--- src/common/bcs_pkg.sv ---
package bcs_pkg;
  // function command codes
  localparam logic [7:0] CMD_DEVICE_RESET = 8'hF0;
  localparam logic [7:0] CMD_SET_POINTER = 8'hE1;
  localparam logic [7:0] CMD_WRITE_CONFIG = 8'hD2;
  // pointer codes carried by the set-pointer command
  localparam logic [7:0] PTR_CODE_STATUS = 8'hF0;
  localparam logic [7:0] PTR_CODE_DATA = 8'hE1;
  localparam logic [7:0] PTR_CODE_CONFIG = 8'hC3;
  // configuration field positions and reset value
  localparam int CFG_APU_BIT = 0;
  localparam int CFG_ZERO_BIT = 1;
  localparam int CFG_SPU_BIT = 2;
  localparam int CFG_SPEED_BIT = 3;
  localparam logic [7:0] CFG_RESET = 8'h00;
  // status field positions
  localparam int STS_BUSY_BIT = 0;
  localparam int STS_PRESENCE_BIT = 1;
  localparam int STS_SHORT_BIT = 2;
  localparam int STS_LEVEL_BIT = 3;
  localparam int STS_RESET_BIT = 4;
  localparam int STS_SBR_BIT = 5;
  localparam int STS_TSB_BIT = 6;
  localparam int STS_DIR_BIT = 7;
  // timing, clock is 20 MHz
  localparam int CLK_PERIOD_NS = 50;
  localparam int SLOT_STD_NS = 65000;
  localparam int SLOT_OD_NS = 10000;
  localparam int APU_ON_NS = 2500;
  // longest times round down, least times round up
  localparam logic [10:0] SLOT_STD_CYC = 11'(SLOT_STD_NS / CLK_PERIOD_NS);
  localparam logic [10:0] SLOT_OD_CYC = 11'(SLOT_OD_NS / CLK_PERIOD_NS);
  localparam logic [7:0] APU_ON_CYC = 8'((APU_ON_NS + CLK_PERIOD_NS - 1) / CLK_PERIOD_NS);

  typedef enum logic [1:0] {
    PTR_STATUS = 2'b00,
    PTR_DATA = 2'b01,
    PTR_CONFIG = 2'b10
  } bcs_ptr_t;

  typedef enum logic [1:0] {
    PU_IDLE = 2'b00,
    PU_WAIT = 2'b01,
    PU_ACTIVE = 2'b10,
    PU_STRONG = 2'b11
  } bcs_pu_state_t;

  typedef struct packed {
    logic speed;
    logic strong_pullup_enable;
    logic active_pullup_enable;
  } bcs_cfg_t;

  typedef struct packed {
    logic [7:0] code;
    logic [7:0] param;
  } bcs_cmd_t;

  // events from the waveform engine, all single-cycle pulses except busy
  typedef struct packed {
    logic busy;
    logic cmd_start;
    logic release_edge;
    logic release_no_apu;
    logic presence_smp;
    logic short_smp;
    logic bit1_smp;
    logic bit2_smp;
    logic dir_valid;
    logic dir;
  } bcs_evt_t;
endpackage

--- src/hw/bcs_pullup.sv ---
`timescale 1ns/1ps
module bcs_pullup
  import bcs_pkg::*;
(
  input wire logic sys_clk, // system clock
  input wire logic reset, // synchronous, active high
  input wire logic release_edge, // pulldown just ended
  input wire logic release_no_apu, // presence end or short recovery
  input wire logic line_high, // synchronised line above threshold
  input wire logic apu_en, // active pullup selected
  input wire logic spu_en, // strong pullup armed
  input wire logic strong_end, // command, strong bit cleared, device reset
  output logic drive_q, // pullup transistor on
  output logic ext_n_q, // external mosfet control, low active
  output logic strong_done_q // pulse when strong pullup ends
);
  bcs_pu_state_t state_q;
  logic strong_q;
  logic [7:0] cnt_q;
  logic start;

  // an edge ending a presence pulse or a short gets the resistor only
  assign start = release_edge && !release_no_apu && (apu_en || spu_en);

  // sequencing of one rising edge
  always_ff @(posedge sys_clk) begin
    if (reset) begin
      state_q <= PU_IDLE;
      strong_q <= 1'b0;
      cnt_q <= 8'h00;
    end else if (strong_q && strong_end) begin
      state_q <= PU_IDLE;
      strong_q <= 1'b0;
    end else begin
      unique case (state_q)
        PU_IDLE: begin
          if (start) begin
            state_q <= PU_WAIT;
            strong_q <= spu_en;
          end
        end
        PU_WAIT: begin
          // resistor lifts the line until it crosses the threshold
          if (line_high) begin
            state_q <= PU_ACTIVE;
            cnt_q <= APU_ON_CYC - 8'h01;
          end
        end
        PU_ACTIVE: begin
          if (cnt_q == 8'h00) begin
            state_q <= strong_q ? PU_STRONG : PU_IDLE;
          end else begin
            cnt_q <= cnt_q - 8'h01;
          end
        end
        PU_STRONG: begin
          state_q <= PU_STRONG; // held until strong_end
        end
      endcase
    end
  end

  // outputs registered; the mosfet is on through the active and strong phases of a strong-armed edge
  always_ff @(posedge sys_clk) begin
    if (reset) begin
      drive_q <= 1'b0;
      ext_n_q <= 1'b1;
      strong_done_q <= 1'b0;
    end else begin
      // transistor and mosfet let go on the same edge when the strong phase ends
      drive_q <= ((state_q == PU_ACTIVE) || (state_q == PU_STRONG)) &&
                 !(strong_q && strong_end);
      ext_n_q <= !(strong_q && !strong_end &&
                   ((state_q == PU_ACTIVE) || (state_q == PU_STRONG)));
      strong_done_q <= strong_q && strong_end;
    end
  end
endmodule // bcs_pullup

--- src/hw/bcs_regs.sv ---
`timescale 1ns/1ps
module bcs_regs
  import bcs_pkg::*;
(
  input wire logic sys_clk, // system clock, 20 MHz
  input wire logic reset, // power-on reset, synchronous, active high
  input wire logic scl_pin, // host serial clock pin
  input wire logic line_pin, // bus line level pin
  input wire logic cmd_valid, // command held until done
  input wire bcs_cmd_t cmd, // command code and parameter
  input wire logic rd_addr_ack, // host addressed us in read mode
  input wire bcs_evt_t eng_evt, // waveform engine events
  input wire logic [7:0] eng_read_data, // read data register content
  output logic cmd_done_q, // command taken, one-cycle pulse
  output logic cmd_nak_q, // command refused, with cmd_done_q
  output logic [7:0] rd_data_q, // byte under the read pointer
  output logic bus_speed_select, // overdrive when high
  output logic [10:0] slot_limit_q, // slot length in cycles for the engine
  output logic eng_abort_q, // device reset, stop bus activity
  output logic pullup_drive_q, // internal pullup transistor on
  output logic ext_pullup_control_n // external mosfet, low while strong pullup
);
  logic scl_n_s, line_s, scl_n_prev_q, scl_rise;
  logic taken_q;
  logic take;
  logic dev_rst;
  logic cfg_ok;
  logic spu_done;
  logic strong_end;
  bcs_cfg_t cfg_q;
  bcs_ptr_t ptr_q;
  logic busy_q, presence_q, short_q, level_q, rst_flag_q, sbr_q, tsb_q, dir_q;
  logic [7:0] status_word;
  logic [7:0] config_word;

  // pins cross into the system clock domain
  bcs_sync2 #(
    .W(2)
  ) u_sync (
    .sys_clk(sys_clk),
    .reset(reset),
    .async_in({~scl_pin, line_pin}),
    .sync_q({scl_n_s, line_s})
  );

  // edge finder on the second stage; clock kept inverted so the cleared reset state
  // matches an idle-high serial clock and no false rise follows reset
  always_ff @(posedge sys_clk) begin
    if (reset) begin
      scl_n_prev_q <= 1'b0;
    end else begin
      scl_n_prev_q <= scl_n_s;
    end
  end

  assign scl_rise = !scl_n_s && scl_n_prev_q;

  // a held command is acted on once, at the acknowledge rising edge
  assign take = cmd_valid && !taken_q && scl_rise;

  always_ff @(posedge sys_clk) begin
    if (reset) begin
      taken_q <= 1'b0;
    end else if (!cmd_valid) begin
      taken_q <= 1'b0;
    end else if (take) begin
      taken_q <= 1'b1;
    end
  end

  // decode helpers
  function automatic logic ptr_code_ok(input logic [7:0] code);
    ptr_code_ok = (code == PTR_CODE_STATUS) || (code == PTR_CODE_DATA) ||
                  (code == PTR_CODE_CONFIG);
  endfunction

  function automatic logic nibble_guard_ok(input logic [7:0] val);
    nibble_guard_ok = (val[7:4] == ~val[3:0]) && !val[CFG_ZERO_BIT];
  endfunction

  assign dev_rst = take && (cmd.code == CMD_DEVICE_RESET);
  // guarded write, and refused outright while the bus is busy
  assign cfg_ok = take && (cmd.code == CMD_WRITE_CONFIG) && !busy_q &&
                  nibble_guard_ok(cmd.param);

  // command answers
  always_ff @(posedge sys_clk) begin
    if (reset) begin
      cmd_done_q <= 1'b0;
      cmd_nak_q <= 1'b0;
      eng_abort_q <= 1'b0;
    end else begin
      cmd_done_q <= take;
      eng_abort_q <= dev_rst;
      unique case (cmd.code)
        CMD_DEVICE_RESET: cmd_nak_q <= 1'b0;
        CMD_SET_POINTER: cmd_nak_q <= take && !ptr_code_ok(cmd.param);
        CMD_WRITE_CONFIG: cmd_nak_q <= take && !cfg_ok;
        default: cmd_nak_q <= take;
      endcase
    end
  end

  // read pointer follows the last executed instruction
  always_ff @(posedge sys_clk) begin
    if (reset) begin
      ptr_q <= PTR_STATUS;
    end else if (dev_rst) begin
      ptr_q <= PTR_STATUS;
    end else if (take && (cmd.code == CMD_SET_POINTER) && ptr_code_ok(cmd.param)) begin
      unique case (cmd.param)
        PTR_CODE_DATA: ptr_q <= PTR_DATA;
        PTR_CODE_CONFIG: ptr_q <= PTR_CONFIG;
        default: ptr_q <= PTR_STATUS;
      endcase
    end else if (cfg_ok) begin
      ptr_q <= PTR_CONFIG;
    end else if (eng_evt.cmd_start) begin
      ptr_q <= PTR_STATUS; // bus commands leave it on status for polling
    end
  end

  // strong pullup ends on a bus command, a cleared strong bit or device reset
  assign strong_end = eng_evt.cmd_start || dev_rst ||
                      (cfg_ok && !cmd.param[CFG_SPU_BIT]);

  // configuration register
  always_ff @(posedge sys_clk) begin
    if (reset || dev_rst) begin
      cfg_q <= bcs_cfg_t'(3'(CFG_RESET));
    end else if (cfg_ok) begin
      cfg_q.active_pullup_enable <= cmd.param[CFG_APU_BIT];
      cfg_q.strong_pullup_enable <= cmd.param[CFG_SPU_BIT];
      cfg_q.speed <= cmd.param[CFG_SPEED_BIT];
    end else if (spu_done) begin
      cfg_q.strong_pullup_enable <= 1'b0;
    end
  end

  // rising edge and strong pullup control
  bcs_pullup u_pullup (
    .sys_clk(sys_clk),
    .reset(reset),
    .release_edge(eng_evt.release_edge),
    .release_no_apu(eng_evt.release_no_apu),
    .line_high(line_s),
    .apu_en(cfg_q.active_pullup_enable),
    .spu_en(cfg_q.strong_pullup_enable),
    .strong_end(strong_end),
    .drive_q(pullup_drive_q),
    .ext_n_q(ext_pullup_control_n),
    .strong_done_q(spu_done)
  );

  // speed select and slot length for the engine
  always_ff @(posedge sys_clk) begin
    if (reset) begin
      bus_speed_select <= 1'b0;
      slot_limit_q <= SLOT_STD_CYC;
    end else begin
      bus_speed_select <= cfg_q.speed;
      slot_limit_q <= cfg_q.speed ? SLOT_OD_CYC : SLOT_STD_CYC;
    end
  end

  // busy mirrors the engine; cleared at once on device reset
  always_ff @(posedge sys_clk) begin
    if (reset || dev_rst) begin
      busy_q <= 1'b0;
    end else begin
      busy_q <= eng_evt.busy;
    end
  end

  // presence and short; a sample in the device reset cycle still lands
  always_ff @(posedge sys_clk) begin
    if (reset) begin
      presence_q <= 1'b0;
      short_q <= 1'b0;
    end else if (eng_evt.short_smp) begin
      short_q <= !line_s;
      if (!line_s) begin
        presence_q <= 1'b0;
      end
    end else if (eng_evt.presence_smp) begin
      presence_q <= !line_s && !short_q;
    end else if (dev_rst) begin
      presence_q <= 1'b0;
      short_q <= 1'b0;
    end
  end

  // line level: sampled on a read address ack, status selected only
  always_ff @(posedge sys_clk) begin
    if (reset) begin
      level_q <= 1'b0;
    end else if (rd_addr_ack && scl_rise && (ptr_q == PTR_STATUS)) begin
      level_q <= line_s;
    end
  end

  // reset flag: set by either reset, cleared by a config write
  always_ff @(posedge sys_clk) begin
    if (reset || dev_rst) begin
      rst_flag_q <= 1'b1;
    end else if (cfg_ok) begin
      rst_flag_q <= 1'b0;
    end
  end

  // bit results; event wins over a simultaneous device reset
  always_ff @(posedge sys_clk) begin
    if (reset) begin
      sbr_q <= 1'b0;
      tsb_q <= 1'b0;
      dir_q <= 1'b0;
    end else begin
      if (eng_evt.bit1_smp) begin
        sbr_q <= line_s;
      end else if (dev_rst) begin
        sbr_q <= 1'b0;
      end
      if (eng_evt.bit2_smp) begin
        tsb_q <= line_s;
      end else if (dev_rst) begin
        tsb_q <= 1'b0;
      end
      if (eng_evt.dir_valid) begin
        dir_q <= eng_evt.dir;
      end else if (dev_rst) begin
        dir_q <= 1'b0;
      end
    end
  end

  // status layout
  always_comb begin
    status_word = 8'h00;
    status_word[STS_BUSY_BIT] = busy_q;
    status_word[STS_PRESENCE_BIT] = presence_q && !short_q;
    status_word[STS_SHORT_BIT] = short_q;
    status_word[STS_LEVEL_BIT] = level_q;
    status_word[STS_RESET_BIT] = rst_flag_q;
    status_word[STS_SBR_BIT] = sbr_q;
    status_word[STS_TSB_BIT] = tsb_q;
    status_word[STS_DIR_BIT] = dir_q;
  end

  // config reads with the guard nibble as zero
  always_comb begin
    config_word = 8'h00;
    config_word[CFG_APU_BIT] = cfg_q.active_pullup_enable;
    config_word[CFG_SPU_BIT] = cfg_q.strong_pullup_enable;
    config_word[CFG_SPEED_BIT] = cfg_q.speed;
  end

  // read data mux, registered so the front end sees a stable byte
  always_ff @(posedge sys_clk) begin
    if (reset) begin
      rd_data_q <= 8'h00;
    end else begin
      unique case (ptr_q)
        PTR_STATUS: rd_data_q <= status_word;
        PTR_DATA: rd_data_q <= eng_read_data;
        PTR_CONFIG: rd_data_q <= config_word;
        default: rd_data_q <= 8'h00;
      endcase
    end
  end
endmodule // bcs_regs

--- src/hw/bcs_sync2.sv ---
`timescale 1ns/1ps
module bcs_sync2 #(
  parameter int W = 1
) (
  input wire logic sys_clk, // system clock
  input wire logic reset, // synchronous, active high
  input wire logic [W-1:0] async_in, // from another domain
  output logic [W-1:0] sync_q // safe to use
);
  logic [W-1:0] meta_q;

  // two flops; the first is only read by the second
  always_ff @(posedge sys_clk) begin
    if (reset) begin
      meta_q <= '0;
      sync_q <= '0;
    end else begin
      meta_q <= async_in;
      sync_q <= meta_q;
    end
  end
endmodule // bcs_sync2
--- config.mk ---
export PLATFORM = sky130hd
export DESIGN_NAME = bcs_regs
export DESIGN_NICKNAME = d
export VERILOG_FILES = /design/src/common/bcs_pkg.sv /design/src/hw/bcs_pullup.sv /design/src/hw/bcs_regs.sv /design/src/hw/bcs_sync2.sv
export SDC_FILE = /design/constraint.sdc
export NUM_CORES = 1
export LEC_CHECK = 0
export ABC_AREA = 1
export BUFFER_PORTS_ARGS = -buffer_cell sky130_fd_sc_hd__buf_2
export CORE_MARGIN = 1.5
export CORE_UTILIZATION = 30
export CTS_CLUSTER_DIAMETER = 60
export CTS_CLUSTER_SIZE = 28
export DETAILED_ROUTE_END_ITERATION = 8
export MAX_ROUTING_LAYER = met4
export SETUP_SLACK_MARGIN = 0.5
export SKIP_LAST_GASP = 1
export SYNTH_ARGS = -nofsm -noshare
export SYNTH_HDL_FRONTEND = slang
export SYNTH_SLANG_ARGS = --single-unit
--- constraint.sdc ---
create_clock -name sys_clk -period 1.48 [get_ports sys_clk]
set_input_delay 0.074 -clock sys_clk [delete_from_list [all_inputs] [get_ports sys_clk]]
set_output_delay 0.074 -clock sys_clk [all_outputs]
set_load 0.01 [all_outputs]
# Yosys cells after proc, flatten, opt, wreduce, memory -nomap -nowiden
# Index checks and enable logic that the tools add are counted.
dict set report totals {
  out_inout_bits 25
  in_bits 40
  elab_cells 139
  regBits 56
}
dict set report classes {
  n_bitwise 4
  n_eq_ne 18
  muxes 26
  n_reduce_logical 62
  add_sub_neg 1
}
# cell count
set ops {}
lappend ops {{8-bit equality test (second input constant)} 6}
lappend ops {{8-bit one-hot mux with 3 select lines} 1}
lappend ops {{1-bit logical AND} 23}
lappend ops {{8-bit two-way mux} 2}
lappend ops {{8-bit one-hot mux with 2 select lines} 1}
lappend ops {{2-bit two-way mux} 7}
lappend ops {{1-bit zero test} 13}
lappend ops {{2-bit nonzero test} 6}
lappend ops {{1-bit two-way mux} 11}
lappend ops {{11-bit two-way mux} 1}
lappend ops {{8-bit zero test} 1}
lappend ops {{2-bit != test (second input constant)} 4}
lappend ops {{2-bit one-hot mux with 4 select lines} 1}
lappend ops {{8-bit by 1-bit subtractor with 8-bit output (second input constant)} 1}
lappend ops {{1-bit logical OR} 7}
lappend ops {{2-bit equality test (second input constant)} 3}
lappend ops {{2-bit AND reduction} 3}
lappend ops {{3-bit nonzero test} 2}
lappend ops {{2-bit OR reduction} 3}
lappend ops {{2-bit by 1-bit equality test with 1-bit output (second input constant)} 2}
lappend ops {{4-bit equality test} 1}
lappend ops {{2-bit zero test} 2}
lappend ops {{2-bit by 1-bit != test with 1-bit output (second input constant)} 2}
lappend ops {{4-bit NOT} 1}
lappend ops {{other kinds (5)} 7}

# Depth between registers and ports, before layout
# Gate-level depths: netlist (run 1).
dict set report logic_depth {
  ltp_word 12
  depth_mapped 12
}

# Modules after synthesis
# From an unflattened synthesis (run 1), not the netlist that was laid out.
dict set report hier_totals {
  cells_unflattened 359
  area_unflattened_um2 2473.6
}
# mod cells_each seq_area_each_um2 area_each_um2 n_inst
set by_module_without_submodules {}
lappend by_module_without_submodules {bcs_regs 218 560.5 1467.7 1}
lappend by_module_without_submodules {bcs_pullup 129 280.3 895.9 1}
lappend by_module_without_submodules {bcs_sync2 12 80.1 110.1 1}

# Worst setup path before layout (run 1)
# OpenSTA, ideal clock, no wires.
dict set report synth_timing {
  path_kind {register to register}
  start {register u_sync.sync_q[1]}
  end {register u_pullup.cnt_q[0]}
  path_stages_with_launch 12
  t_arrival_ns 1.205
  required_ns 1.365
  n_path_buf 1
  synth_period_minus_slack_ns 1.320
  slack_ns 0.160
  setup_time_ns 0.115
  cell_sequence {dfxtp_1 -> inv_2 -> nand2_2 -> nor2_4 -> inv_2 -> nor2_4 -> nand3_2 -> nand2_2 -> nand2_4 -> buf_6 -> a21oi_1 -> nor2_1}
}
dict set report synth_between {
  elab_chain_len 11
  word_cells_on_any_way 13
  cone_classes {1 x bitwise; 12 x reduce/logical}
}
# element line
set synth_rtl {}
lappend synth_rtl {{start, declared} bcs_sync2.sv:8} ;# output logic [W-1:0] sync_q
lappend synth_rtl {{start signal, assigned} bcs_sync2.sv:19} ;# sync_q <= meta_q;
lappend synth_rtl {{1-bit zero test (*)} bcs_regs.sv:56} ;# assign scl_rise = !scl_n_s && scl_n_prev_q;
lappend synth_rtl {{1-bit logical AND (*)} bcs_regs.sv:56}
lappend synth_rtl {{1-bit logical AND (*)} bcs_regs.sv:59} ;# assign take = cmd_valid && !taken_q && scl_rise;
lappend synth_rtl {{1-bit logical AND (3 in a row)} bcs_regs.sv:83} ;# assign cfg_ok = take && (cmd.code == CMD_WRITE_CONFIG) && !busy_q &&
lappend synth_rtl {{1-bit logical AND} bcs_regs.sv:125} ;# (cfg_ok && !cmd.param[CFG_SPU_BIT]);
lappend synth_rtl {{1-bit logical OR (*)} bcs_regs.sv:124} ;# assign strong_end = eng_evt.cmd_start || dev_rst ||
lappend synth_rtl {{1-bit logical AND (*)} bcs_pullup.sv:31} ;# end else if (strong_q && strong_end) begin
lappend synth_rtl {{1-bit NOT (no line) (*)} n/a}
lappend synth_rtl {{4-bit AND reduction (no line) (*)} n/a}
lappend synth_rtl {{end signal, assigned} bcs_pullup.sv:46} ;# cnt_q <= APU_ON_CYC - 8'h01;
lappend synth_rtl {{end signal, assigned} bcs_pullup.sv:53} ;# cnt_q <= cnt_q - 8'h01;
lappend synth_rtl {{end, declared} bcs_pullup.sv:19} ;# logic [7:0] cnt_q;
# Mark *: on every way between the ends. The rest lies on a longest branch, timed or not.
# A chain may end at the register's enable or synchronous reset.

# Worst setup path in the final report (run 1)
dict set report layout_timing {
  start {register u_sync.sync_q[1]}
  end {register u_pullup.cnt_q[3]}
}
# The elaborated chain is that of the path after synthesis.

==> results.ini, run 1 <==
[critical_path]
rrSetupSlack_ps=40
r2r_start=u_sync.sync_q[1]
r2r-end=u_pullup.cnt_q[3]
cp_cell_sequence=inv_2, nand2_4, nor2_4, inv_2, nor2_4, nand3_2, nand2_4, nand2_8, nand2_8, nand2_1, a21oi_1
slowest_delay_ps=320
cp_data_arrival_time_ps=1660
endpoint_kind=flip-flop
critPathRequiredTime_ps=1700
critical_path_class=flip-flop to flip-flop
cp_slowest_cell=dfxtp_2
reg2reg_depth=11
startpoint_type=flip-flop
critPathMaxFanout=7

[layout]
drive_gt1_share_pct=40.72
area_growth_pct=39.94
fin_util_pct=43.45
n_antenna_cell=0
fillers=721
fin_nets=456

[clocking]
numCtsBuffers=5
clk_latency_ps=290
cts-htree-levels=2
clkSlewWorstSetupHoldPaths_ps=80
cts_tree=yes
cts_max_path_buffers=2
cts_sinks=46
clock-root-buffer=clkbuf_8

[die]
floorplan.initialDensity_pct=31.05
pin_count=65
fp-row-count=31
die_x_um=89.65
fp.dieArea_um2=8036
core_area_um2=7253
fp.dieH_um=89.65

[grt]
grt_use_total_pct=14.87
grt_pass1_vias=2093
grt_max_degree=24
grt-ovfl-total=0
grt_pass1_wl_mm=9.114
antenna_found_initial=0

[yosys]
synthTopCellsByArea=dfxtp_1, nand2_1, nor2_1
yosysUniqueCellTypes=31
yosysWarnings=0
synthMostInstantiatedCell=nand2_1
synth-edff-count=0
ys_seq_area_share_pct=40.89
netlist.top_cell.by_area=dfxtp_1
async_flop_share_pct=0
avgSynthCellArea_um2=6.973
synthTopCellsByCount=nand2_1, dfxtp_1, nor2_1
ys_ff_latch=46
yosys_most_used_dff=dfxtp_1
synth_area_um2=2252
synth_top_cell_area_share_pct=40.89
synthCells=323

[placed_design]
finalWeightedCongestion=0.8311
dp_hpwl_mm=3.869
portBuffers=60

[routing]
drtPass1Iterations=4
first_iter_violations=135
vias_per_cell=4.457
routedWlPerCell_um=10.88
drc=0
via_count=2291
wl_mm=5.591
ant_nets=0

[power]
p_total_uw=2263
ir_worst_vdd_mv=0.2758
power.density_nw_per_um2=717.9
leakage_uw=0.001547

[status]
status=finished, final reports clean

[timing]
finalClockSkew_ps=3.796
rsz0062_at_grt=true
maxSlewViolCount=0
hold_viol=0
post-route-period-util_pct=97.62
fmax_mhz=692.2
setup_viol=0
min_period_ps=1445

[min_path]
hold_end=rd_data_q[4]
worstHoldPathType=input port to flip-flop
holdPathStages=3
hold_start=eng_read_data[4]

[run]
cap_violations=0

how the worst max path moves through the flow:
stage | startpoint | to | slack (ps) | depth (start not counted)
floorplan | taken_q | u_pullup.cnt_q[0] | 200 | 11
global placement | u_pullup.cnt_q[0] | u_pullup.cnt_q[1] | 30 | 9
detailed placement | u_pullup.cnt_q[0] | u_pullup.cnt_q[3] | -20 | 8
CTS | taken_q | u_pullup.cnt_q[3] | 110 | 11
global route | u_sync.sync_q[1] | u_pullup.cnt_q[3] | -70 | 11
finish | u_sync.sync_q[1] | u_pullup.cnt_q[3] | 40 | 11
worst max-delay path: cells and delay by family (launching register included):
kind                   cells  cell delay (ps)
AND/OR/NAND/NOR            8              790
flip-flops                 1              320
buffers and inverters      2              130
AO/OA/AOI/OAI              1              130
logic make-up (layout without fill, tap and decap cells):
family                     Yosys count  after routing  synth area share, %
and+or+nand+nor                    175            176                35.06
buffers and inverters               56            143                12.11
DFF                                 46             46                40.89
AOI/OAI and AO/OA                   41             42                9.889
adders and majority gates            2              2                1.111
xor gates and xnor gates             2              2               0.7779
other                                1              4               0.1665
power breakdown:
group          leakage (uW)  switching [uW]  internal [uW]  total, uW
clock network     0.0000482             397            377        774
logic               0.00112             122            101        223
registers          0.000379            11.6           1250       1270
total               0.00155             530           1730       2260
what timing repair did:
action                     4_1_cts  5_1_grt
resized for setup               26       38
setup endpoints to repair       37       38
setup buffers                   12       10
pin swaps                       11       17
hold endpoints to repair         3        0
cloned                           2        0
hold buffers                     3        0
through the flow:
stage | setup TNS (ps) | instance area (um2) | cells | setup slack (ps) | hold slack [ps]
6_report | 0 | 3152 | 514 | 35.24 | 20.34
2_1_floorplan | 0 | 2288 | 326 | 203.3 | 140.7
5_1_grt | -344.9 | 3152 | 514 | -67.59 | 8.557
3_3_place_gp | 0 | 2661 | 479 | 31.15 | 232.5
3_5_place_dp | -99.99 | 2661 | 479 | -21.95 | 233.6
4_1_cts | 0 | 2962 | 504 | 106.6 | 9.934
routing by layer:
metal / global-route usage (%) / wire length (um) / vias up / part of all wire, %
li1: - / - / 1195 / -
met1: 18.55 / 2489 / 1023 / 45
met2: 24.56 / 2729 / 67 / 49
met3: 2.651 / 302 / 6 / 5.4
met4: 4.336 / 70 / 0 / 1.3
met5: - / 0 / - / 0
layout by cell type (no fill, tap or decap), drive strengths merged:
cell	n
and3	2
a211oi	1
nand2	89
clkbuf	7
conb	4
o211ai	2
dfxtp	46
nand3b	4
o21bai	1
clkinv	1
inv	41
nor4	1
ha	2
buf	91
xor2	2
dlygate4sd3	3
or2	1
nor3	1
nor2	46
nand3	25
a21oi	27
nand4	7
o21ai	11
sequential cells by signal, indices dropped and copies added (netlist names), 2 cells and up:
register	flops
slot_limit_q	2
ptr_q	2
u_pullup.state_q	2
u_sync.meta_q	2
u_sync.sync_q	2
cfg_q	3
rd_data_q	8
u_pullup.cnt_q	8
final cells by class:
class                      count  area [um2]  area share [%]
clock buffer                   7       86.33           2.739
timing repair buffer          94       578.1           18.34
tap                           99       123.9           3.930
inverter                      41       156.4           4.962
sequential                    46       940.9           29.85
clock inverter                 1       5.005          0.1588
multi-input combinational    226        1261           40.02
Note: power is estimated with default switching activity, not from simulation.
==> run 2: changes to the inputs <==
--- a/config.mk
+++ b/config.mk
@@ -6,7 +6,7 @@
 export NUM_CORES = 1
 export LEC_CHECK = 0
 export ABC_AREA = 1
-export BUFFER_PORTS_ARGS = -buffer_cell sky130_fd_sc_hd__buf_2
+export BUFFER_PORTS_ARGS = -buffer_cell sky130_fd_sc_hd__buf_4
 export CORE_MARGIN = 1.5
 export CORE_UTILIZATION = 30
 export CTS_CLUSTER_DIAMETER = 60
==> run 2 against run 1 <==
Clock power increased by 18%. Sequential power about the same. Maximum frequency rose by 4.0%. Non-clock buffer count fell by 3. Critical endpoint is now u_pullup.cnt_q[1]. First-iteration DRC count fell by 14%. Critical path depth down 2. Total power grew 7.4%. Combinational power is 13% higher.
==> results.ini, run 2 (synthesis gave the netlist of run 1 again) <==
[layout]
final_common_cell=buf_4
drive_gt1_share_pct=39.81  ; -0.92 points
n_antenna_cell=0  ; unchanged
mostFrequentLayoutCells=buf_4, nand2_1, dfxtp_1, nor2_1, inv_1
fin_nets=453  ; -0.66%
area_growth_pct=46.00
top_regs=rd_data_q: 8 flops, u_pullup.cnt_q: 8 flops, cfg_q: 3 flops
fin_util_pct=45.33  ; +1.9 points
fin_cells=511  ; -0.58%
fillers=724  ; +0.42%

[clocking]
cts_max_path_buffers=2  ; unchanged
clock-root-buffer=clkbuf_8
cts-htree-levels=2  ; unchanged
clkSlewWorstSetupHoldPaths_ps=80  ; about the same
clk_latency_ps=300  ; about the same
numCtsBuffers=5  ; unchanged
cts_tree=yes
cts_sinks=46  ; unchanged

[power]
leakage_uw=0.001531  ; -1.0%
p_total_uw=2429  ; +7.4%
ir_worst_vdd_mv=0.4303  ; +56%
power.density_nw_per_um2=738.8  ; +2.9%

[timing]
rsz0062_at_grt=true
min_period_ps=1389  ; -55.35 ps
maxSlewViolCount=0  ; unchanged
finalClockSkew_ps=6.545  ; +2.749 ps
hold_viol=0  ; unchanged
post-route-period-util_pct=93.88  ; -3.7 points
fmax_mhz=719.7  ; +4.0%
setup_viol=0  ; unchanged

[routing]
ant_nets=0  ; unchanged
wl_met2_mm=2.845  ; +4.3%
first_iter_violations=116  ; -14%
via_count=2323  ; +1.4%
drt-met1-wl_mm=2.581  ; +3.7%
wl_met3_um=285  ; -5.6%
drc=0  ; unchanged
routedWlPerCell_um=11.46  ; +5.4%
wl_mm=5.857  ; +4.8%
vias_per_cell=4.546  ; +2.0%
top_layer=met4
drtPass1Iterations=4  ; unchanged

[min_path]
worstHoldPathType=input port to flip-flop
holdPathStages=3  ; unchanged

[die]
die_x_um=89.65  ; unchanged
core_area_um2=7253  ; unchanged
fp-row-count=31  ; unchanged
floorplan.initialDensity_pct=31.05  ; unchanged
pin_count=65  ; unchanged
fp.dieArea_um2=8036  ; unchanged
fp.dieH_um=89.65  ; unchanged

[placed_design]
finalWeightedCongestion=0.8981  ; +8.1%
dp_hpwl_mm=3.999  ; +3.4%
portBuffers=60  ; unchanged
placedCellCount=482  ; +0.63%

[status]
status=finished, final reports clean

[grt]
grt_max_degree=24  ; unchanged
antenna_found_initial=0  ; unchanged
grt_pass1_wl_mm=9.342  ; +2.5%
grt_use_total_pct=15.49  ; +0.63 points
grt-ovfl-total=0  ; unchanged
grt_pass1_vias=2135  ; +2.0%

[run]
cap_violations=0  ; unchanged

[critical_path]
slowest_delay_ps=370  ; +50 ps
critical_path_class=flip-flop to flip-flop
critPathMaxFanout=6  ; -1
cp_slowest_cell=dfxtp_4
endpoint_kind=flip-flop
reg2reg_depth=9  ; -2
cp_cell_sequence=inv_4, ha_4, nand3_2, nand2_2, buf_4, o21ai_4, nand3_1, nand2_1, nor2_1
startpoint_type=flip-flop
critPathRequiredTime_ps=1660  ; -40 ps
cp_data_arrival_time_ps=1570  ; -90 ps

==> run 2: repair_timing <==
action / CTS / global route
setup endpoints to repair: 36 / 37
setup buffers: 14 / 2
hold buffers: 3 / 0
pin swaps: 15 / 8
cloned: 2 / 0
endpoints found under the hold margin: 3 / 0
resized for setup: 29 / 29
==> run 2: routing by layer <==
layer / global-route usage (%) / vias up
met5: - / -
met4: 6.154 / 0
met3: 2.925 / 13
met2: 26.59 / 65
met1: 17.77 / 1056
li1: - / 1189
==> run 2: area by class of cell <==
| type | instances | area [um2] | share of cell area [%] |
|---|---|---|---|
| flip-flops and latches | 46 | 940.9 | 28.61 |
| clock buffers | 7 | 76.32 | 2.321 |
| repair buffers | 91 | 701.9 | 21.35 |
| inverters | 41 | 158.9 | 4.833 |
| clock inverters | 1 | 30.03 | 0.9132 |
| multi-input cells | 226 | 1256 | 38.20 |
| well taps | 99 | 123.9 | 3.767 |
==> run 2: critical path, delay by kind of cell (launching register included) <==
kind | cells | cell delay [ps]
compound gates | 1 | 130
buf+inv | 2 | 200
flops | 1 | 370
fa+ha+maj | 1 | 150
simple gates | 5 | 420
==> run 2: worst paths after layout <==
check / from / to / slack, ps
hold / removal: cmd_valid / taken_q / 20
setup / recovery: u_pullup.cnt_q[0] / u_pullup.cnt_q[1] / 90
hold reg to reg: u_sync.meta_q[1] / u_sync.sync_q[1] / 400
setup reg to reg: u_pullup.cnt_q[0] / u_pullup.cnt_q[1] / 90
==> run 2: report_power, final <==
part | leakage (uW) | internal (uW) | total, uW | switching [uW]
Sequential | 0.000379 | 1250 | 1260 | 11.2
Combinational | 0.00110 | 130 | 252 | 123
Clock | 0.0000524 | 505 | 912 | 407
==> run 2: metrics by stage <==
stage                     hold WS (ps)  area, um2  worst slack [ps]  setup TNS (ps)
after floorplan                  140.7       2288             203.3               0
after global placement           228.2       2834             38.13               0
after detailed placement         227.7       2834            -7.677          -9.434
after CTS                        18.10       3172             113.8               0
after global routing             21.71       3288            -37.73          -132.1
final                            19.81       3288             90.59               0
